<file path="config.mk">
export PLATFORM = sky130hd
export DESIGN_NAME = alu_diag_regs
export DESIGN_NICKNAME = d
export VERILOG_FILES = /design/src/inc/alu_diag_pkg.sv /design/src/rtl/alu_diag_regs.sv /design/src/rtl/mux_route.sv
export SDC_FILE = /design/constraint.sdc
export NUM_CORES = 1
export LEC_CHECK = 0
export ABC_AREA = 1
export BUFFER_PORTS_ARGS = -buffer_cell sky130_fd_sc_hd__buf_4
export CAP_MARGIN = 20
export CELL_PAD_IN_SITES_DETAIL_PLACEMENT = 1
export CELL_PAD_IN_SITES_GLOBAL_PLACEMENT = 1
export CORE_MARGIN = 3
export CORE_UTILIZATION = 35
export CTS_CLUSTER_DIAMETER = 80
export DETAILED_ROUTE_END_ITERATION = 6
export PLACE_DENSITY = 0.83
export SLEW_MARGIN = 20
export SYNTH_ARGS = -nofsm -noshare
export SYNTH_HDL_FRONTEND = slang
export SYNTH_SLANG_ARGS = --single-unit
export TNS_END_PERCENT = 30
</file>
<file path="constraint.sdc">
create_clock -name clk -period 3.4 [get_ports clk]
set_input_delay 0.34 -clock clk [delete_from_list [all_inputs] [get_ports clk]]
set_output_delay 0.34 -clock clk [all_outputs]
set_load 0.02 [all_outputs]
</file>
<file path="src/inc/alu_diag_pkg.sv">
package alu_diag_pkg;
    // register indices; byte address is four times the index
    localparam logic [7:0]  idx_even_first  = 8'h69;
    localparam logic [7:0]  idx_even_second = 8'h6a;
    localparam logic [7:0]  idx_diag_config = 8'h6b;
    localparam logic [7:0]  idx_selftest    = 8'h6c;
    localparam int          arg_w           = 12;
    localparam logic [11:0] arg_reset       = 12'h000;
    localparam logic [15:0] diag_reset      = 16'h0000;
    localparam logic [1:0]  selftest_reset  = 2'h0;
    localparam logic [1:0]  selftest_alu    = 2'h1;
    localparam int          level_lsb       = 12;
    localparam int          polarity_bit    = 11;
    localparam int          bus_sel_bit     = 10;
    localparam int          pairing_bit     = 9;
    localparam int          mux_en_bit      = 8;
    localparam int          sel_two_lsb     = 4;
    localparam int          sel_one_lsb     = 0;
endpackage

</file>
<file path="src/rtl/alu_diag_regs.sv">
`timescale 1ns/100ps
`default_nettype none
module alu_diag_regs #(
    parameter int ADC_W = 12
) (
    // clock and reset
    input  wire logic              clk,
    input  wire logic              rst_b,
    input  wire logic              ce,
    // wishbone slave
    input  wire logic              wb_cyc_i,
    input  wire logic              wb_stb_i,
    input  wire logic              wb_we_i,
    input  wire logic [9:0]        wb_adr_i,
    input  wire logic [3:0]        wb_sel_i,
    input  wire logic [31:0]       wb_dat_i,
    output logic      [31:0]       wb_dat_o,
    output logic                   wb_ack_o,
    // measurement path
    input  wire logic              oversampling,
    input  wire logic              sample_even,
    input  wire logic              conv_second,
    input  wire logic [ADC_W-1:0]  adc_result,
    output logic      [ADC_W-1:0]  alu_input,
    output logic                   alu_injecting,
    // analog test controls
    output logic      [4:0]        test_current_steps,
    output logic                   aux_test_source,
    output logic                   mux_even_out_on,
    output logic                   mux_odd_out_on,
    output logic                   mux_dual_source,
    output logic      [3:0]        diag_source_select_one,
    output logic      [3:0]        diag_source_select_two
);
    logic [11:0] alu_arg_even_first;
    logic [11:0] alu_arg_even_second;
    logic [15:0] diag_config;
    logic [1:0]  alu_selftest_select;
    logic [11:0] next_first;
    logic [11:0] next_second;
    logic [15:0] next_config;
    logic [1:0]  next_select;
    logic        next_ack;
    logic [31:0] next_rdata;
    logic [ADC_W-1:0] next_alu;
    logic        next_inj;
    logic        req;
    logic        wr;
    logic [7:0]  idx;

    assign req = wb_cyc_i & wb_stb_i & ~wb_ack_o;
    assign wr  = req & wb_we_i;
    assign idx = wb_adr_i[9:2];

    function automatic logic [15:0] merge16(input logic [15:0] old, input logic [31:0] d,
                                           input logic [3:0] sel);
        merge16 = {sel[1] ? d[15:8] : old[15:8], sel[0] ? d[7:0] : old[7:0]};
    endfunction

    always_comb begin
        next_first  = alu_arg_even_first;
        next_second = alu_arg_even_second;
        next_config = diag_config;
        next_select = alu_selftest_select;
        next_ack    = req;
        next_rdata  = wb_dat_o;
        if (wr) begin
            case (idx)
                alu_diag_pkg::idx_even_first:
                    next_first = 12'(merge16({4'h0, alu_arg_even_first}, wb_dat_i, wb_sel_i));
                alu_diag_pkg::idx_even_second:
                    next_second = 12'(merge16({4'h0, alu_arg_even_second}, wb_dat_i, wb_sel_i));
                alu_diag_pkg::idx_diag_config:
                    next_config = merge16(diag_config, wb_dat_i, wb_sel_i);
                alu_diag_pkg::idx_selftest: begin
                    if (wb_sel_i[0]) begin
                        next_select = wb_dat_i[1:0];
                    end
                end
                default: ;
            endcase
        end
        if (req & ~wb_we_i) begin
            case (idx)
                alu_diag_pkg::idx_even_first:  next_rdata = {20'h00000, alu_arg_even_first};
                alu_diag_pkg::idx_even_second: next_rdata = {20'h00000, alu_arg_even_second};
                alu_diag_pkg::idx_diag_config: next_rdata = {16'h0000, diag_config};
                alu_diag_pkg::idx_selftest:    next_rdata = {30'h0, alu_selftest_select};
                default:                       next_rdata = 32'h00000000;
            endcase
        end
    end

    always_ff @(posedge clk) begin
        if (!rst_b) begin
            alu_arg_even_first  <= alu_diag_pkg::arg_reset;
            alu_arg_even_second <= alu_diag_pkg::arg_reset;
            diag_config         <= alu_diag_pkg::diag_reset;
            alu_selftest_select <= alu_diag_pkg::selftest_reset;
            wb_ack_o            <= 1'b0;
            wb_dat_o            <= 32'h00000000;
        end else if (ce) begin
            alu_arg_even_first  <= next_first;
            alu_arg_even_second <= next_second;
            diag_config         <= next_config;
            alu_selftest_select <= next_select;
            wb_ack_o            <= next_ack;
            wb_dat_o            <= next_rdata;
        end
    end

    // measurement path substitution
    always_comb begin
        next_inj = 1'b0;
        // only select one arms the arguments
        if (alu_selftest_select == alu_diag_pkg::selftest_alu && oversampling && sample_even) begin
            next_inj = 1'b1;
        end
        next_alu = adc_result;
        if (next_inj) begin
            next_alu = conv_second ? ADC_W'(alu_arg_even_second) : ADC_W'(alu_arg_even_first);
        end
    end

    always_ff @(posedge clk) begin
        if (!rst_b) begin
            alu_input     <= '0;
            alu_injecting <= 1'b0;
        end else if (ce) begin
            alu_input     <= next_alu;
            alu_injecting <= next_inj;
        end
    end

    assign test_current_steps = {1'b0, diag_config[alu_diag_pkg::level_lsb +: 4]} + 5'h01;
    assign aux_test_source = diag_config[alu_diag_pkg::polarity_bit];
    assign diag_source_select_one = diag_config[alu_diag_pkg::sel_one_lsb +: 4];
    assign diag_source_select_two = diag_config[alu_diag_pkg::sel_two_lsb +: 4];

    mux_route u_route (
        .enable      (diag_config[alu_diag_pkg::mux_en_bit]),
        .pairing     (diag_config[alu_diag_pkg::pairing_bit]),
        .bus_sel     (diag_config[alu_diag_pkg::bus_sel_bit]),
        .even_out_on (mux_even_out_on),
        .odd_out_on  (mux_odd_out_on),
        .dual_source (mux_dual_source)
    );
endmodule
`default_nettype wire

</file>
<file path="src/rtl/mux_route.sv">
`timescale 1ns/100ps
`default_nettype none
// multiplexer test-source routing onto the two outputs
module mux_route (
    // configuration
    input  wire logic       enable,
    input  wire logic       pairing,
    input  wire logic       bus_sel,
    // source connections
    output logic            even_out_on,
    output logic            odd_out_on,
    output logic            dual_source
);
    always_comb begin
        even_out_on = enable & (~pairing | ~bus_sel);
        odd_out_on  = enable & (~pairing | bus_sel);
        dual_source = enable & ~pairing;
    end
endmodule
`default_nettype wire

</file>
Yosys cells after proc, flatten, opt, wreduce, memory -nomap -nowiden. Index checks and enable logic that the tools add are counted.

Bits in registers: 88. Latch bits: 0. Memory bits (writable): 0. ROM bits: 0. Output and inout port bits: 63. Memories kept: 0.

$add $sub $neg: 1. Multipliers: 0. Divide/modulo/power cells: 0. Magnitude comparators: 0. Equal/unequal tests: 5. Shift-type cells: 0. Muxes and demuxes: 4. Bitwise logic cells: 13. Reductions and logical operators: 10.

Operator list (count): case mux 16 bit (4 select lines) (1); == test 8 x 7 -> 1 bit, second input constant (4); AND reduction 4 bit (7); two-way mux 12 bit (2); AND 1 bit (7); adder 4 x 1 -> 5 bit, second input constant (1); NOT 1 bit (4); == test 2 x 1 -> 1 bit, second input constant (1); logical AND 1 bit (2); OR 1 bit (2); AND reduction 2 bit (1); two-way mux 1 bit (1).

Depth between registers and ports, before layout.
Word-level depth: 5. Mapped depth: 9.

Cells and area by module. A second synthesis with hierarchy kept.

Cells, all modules: 497. Area, all modules: 3575.9 um^2.

By module, submodules not included: alu_diag_regs (times used 1, cells each 490, area each 3544.6 um^2, sequential area each 1441.4 um^2); mux_route (times used 1, cells each 7, area each 31.3 um^2, sequential area each 0.0 um^2).

Worst setup path before layout. OpenSTA, ideal clock, no wires.

Path type: register -> register. Start: register wb_ack_o. End: register diag_config[0]. Setup time: 0.113 ns. Arrival: 1.203 ns. Slack: 2.084 ns. Stages on the path, launching flop included: 9. Path buffers: 0. Cell sequence: dfxtp_1 -> nor2_2 -> nand2_1 -> nor2_2 -> inv_2 -> nor2_8 -> inv_2 -> nor2_1 -> nor2_1.

Longest elaborated chain between the ends: 4.

RTL lines: start, declared (line alu_diag_regs.sv:18) `output logic wb_ack_o,`; start signal, assigned (line alu_diag_regs.sv:107) `wb_ack_o <= next_ack;`; NOT 1 bit (line alu_diag_regs.sv:51) `assign req = wb_cyc_i & wb_stb_i & ~wb_ack_o;`; AND 1 bit (line alu_diag_regs.sv:51); AND 1 bit (line alu_diag_regs.sv:52) `assign wr = req & wb_we_i;`; AND reduction 4 bit (no line); end signal, assigned (line alu_diag_regs.sv:98) `diag_config <= alu_diag_pkg::diag_reset;`; end signal, assigned (line alu_diag_regs.sv:105) `diag_config <= next_config;`; end, declared (line alu_diag_regs.sv:37) `logic [15:0] diag_config;`.

No other way between the ends. A chain may end at the register's enable or synchronous reset.

Final worst setup path.
Start: register diag_config[12]. End: output port test_current_steps[2].

Longest elaborated chain between the ends: 1.

RTL lines: adder 4 x 1 -> 5 bit (line alu_diag_regs.sv:135) `assign test_current_steps = {1'b0, diag_config[alu_diag_pkg::level_lsb +: 4]} + 5'h01;`; end, declared (line alu_diag_regs.sv:27) `output logic [4:0] test_current_steps,`.

No other way between the ends.

==> run metrics <==
initial antenna violation count=0; Synth Area in Simple Gates=between 20% and 30%; status=finished clean; first-pass GRT wire length=about 17000 um; Root Buffer=clkbuf_8; number of DRC markers in iteration 0=154; Final #Nets=630; io pins=130; share of cells above drive strength 1=25.4%; final setup fails=0; CP required=3.06 ns; CTS sink count=72; crit path DAT=1.33 ns; Post-Syn Instances=485; Max Slew Vio Count=0; Antenna Nets Post-Route=0; critical path class=flop to primary output; DR DRC count=0; drt pass-1 iters=4; cell leakage power=between 0.002 and 0.0025 uW; grt total ovfl=0; later-pin clock latency in the skew report=~0.35 ns; # Post-CTS Setup Buffers=0; main area contributors after synthesis=dfxtp_1, nand2_1, nor2_1; number of port buffers=93; post-synth top area share=40.7%; Layout area overhead=24.7%; area leader, netlist=dfxtp_1; Placer Congestion=0.777; synthesized cell area=3540 um2; minimum clock period=1.67 ns; Clock Tree Buf Depth=2; largest net degree at the start of global routing=57; CP endpoint kind=primary output; Min-Delay Path Class=input pin to flop; CTS clock-pin slew for the worst setup and hold paths=0.08 ns; num rows=36; Synth Area in Adders=0.354%; Power Dens Cells=approximately 400 nW/um2; Synth Register Bits=around 70; worst r2r src=alu_selftest_select[0]; Slew HR=63.8%; CTS tree=yes; sequential share of the synthesized area=40.7%; Post-CTS Hold Buffers=0; XOR/XNOR Fraction of Synth Area=0.495%; die area=11300 um2; ANT cells=0; core footprint=9820 um2; fmax=0.601 GHz; clk_skew=0.00597 ns; Vias/cell=4.83; Avg WL per Cell=14.9 um; multiplexer share of the synthesized area=0%; final hold vios=0; Detailed Route WL=10500 um; overall power=1790 uW; largest family of logic cells by synthesized area=simple AND/OR/NAND/NOR gates; library cells used by synthesis=26; syn avg cell area=between 7 and 8 um2; DIE HEIGHT=between 100 and 150 um; RSZ-0062 raised after global routing=no; critical path startpoint category=flop; DPL Wire Length=8060 um; worst slew pin tran=0.542 ns; post-synthesis compound-gate area fraction=18.0%; synth warn=0; Initial Util=between 30% and 40%; total CTS buffers=9; fin crit share=49.0%; All-Layer GR Usage=roughly a fifth; H-tree lvl count=3; chip width=107 um; vias in the first global route=roughly 3400; Hold Crit Start=wb_dat_i[14]; Crit Path Max Fanout=5; IR drop worst, VDD=0.000193 V; Critical Path Start=diag_config[12]; Vias=3379; post_cts resized=0; maxcap violations=0; Setup TNS=0 ns
[logic make-up (layout without fill, tap and decap cells)]
group | Yosys count | count (layout)
fa+ha+maj | 1 | 1
compound gates | 115 | 115
xor+xnor | 2 | 2
buf+inv | 91 | 158
flops | 72 | 72
simple gates | 203 | 203
other cells | 1 | 16
[critical path, stage by stage (launching register included)]
cell and delay (ns):
dfxtp_1 0.42, ha_1 0.22, xor2_1 0.16, buf_4 0.16
[cells in the mapped netlist]
library cell	instances
buf_6	1
nand2_4	4
o211ai_1	20
buf_2	7
buf_4	25
ha_1	1
nor2_1	68
nor2_2	4
nor2_4	1
a22oi_1	4
o21ai_0	22
buf_1	1
clkbuf_1	8
a21oi_1	37
conb_1	1
clkinv_1	2
nand2_1	80
nand3_1	34
o21ai_1	32
inv_2	14
inv_1	33
nor3_4	1
xor2_1	2
dfxtp_1	72
nor2_8	6
nand2_2	5
[placed cells by master (no fill, tap or decap), types with 4 or more instances in the layout]
cell	Yosys	final
nand3_1	34	34
buf_4	25	93
nand2_1	80	80
nor2_8	6	6
inv_2	14	14
o21ai_1	32	32
a22oi_1	4	4
conb_1	1	16
nor2_1	68	68
nand2_4	4	4
o211ai_1	20	20
inv_1	33	33
o21ai_0	22	22
nor2_2	4	4
clkbuf_8	0	9
a21oi_1	37	37
dfxtp_1	72	72
nand2_2	5	5
[sequential cells by signal (all words and copies together) (netlist names)]
| register | count |
|---|---|
| alu_arg_even_first | 12 |
| alu_arg_even_second | 12 |
| alu_injecting | 1 |
| alu_input | 12 |
| alu_selftest_select | 2 |
| diag_config | 16 |
| wb_ack_o | 1 |
| wb_dat_o | 16 |
[worst paths after layout]
check | slack [ns] | depth (start not counted) | end
worst max-delay path | 1.73 | 3 | test_current_steps[2]
worst min-delay path | 0.21 | 3 | diag_config[14]
worst max register to register | 1.75 | 7 | alu_input[5]
worst min register to register | 0.47 | 2 | wb_dat_o[9]
[routing by layer]
| metal | up-vias | routed length, um | global-route usage, % |
|---|---|---|---|
| met1 | 1584 | 4890 | 25.1 |
| met4 | 0 | 96 | 6.67 |
| met5 | - | 0 | 0 |
| met3 | 6 | 623 | 3.10 |
| li1 | 1692 | - | - |
| met2 | 97 | 4840 | 30.4 |
[per-stage QoR]
step	cells	setup slack, ns	utilization, %	hold WS, ns	area [um2]
5_1_grt	700	1.58	44.9	0.228	4410
6_report	700	1.73	44.9	0.208	4410
3_3_place_gp	684	1.67	42.7	0.454	4190
2_1_floorplan	500	2.08	-	0.440	3590
3_5_place_dp	684	1.62	42.7	0.461	4190
4_1_cts	700	1.70	44.9	0.204	4410
[layout make-up]
class                   instances  area, um2
multi-input cells             337       1700
clock buffers                   9        124
repair buffers                 93        698
flip-flops and latches         72       1440
clock inverters                 7       95.1
fillers                      1301       5410
inverters                      49        184
well taps                     133        166
[power breakdown]
part | total [uW] | switching (uW) | internal (uW)
registers | 861 | 6.92 | 854
logic | 171 | 105 | 66.2
clock network | 758 | 344 | 414
Note: power is estimated with default switching activity, not from simulation.
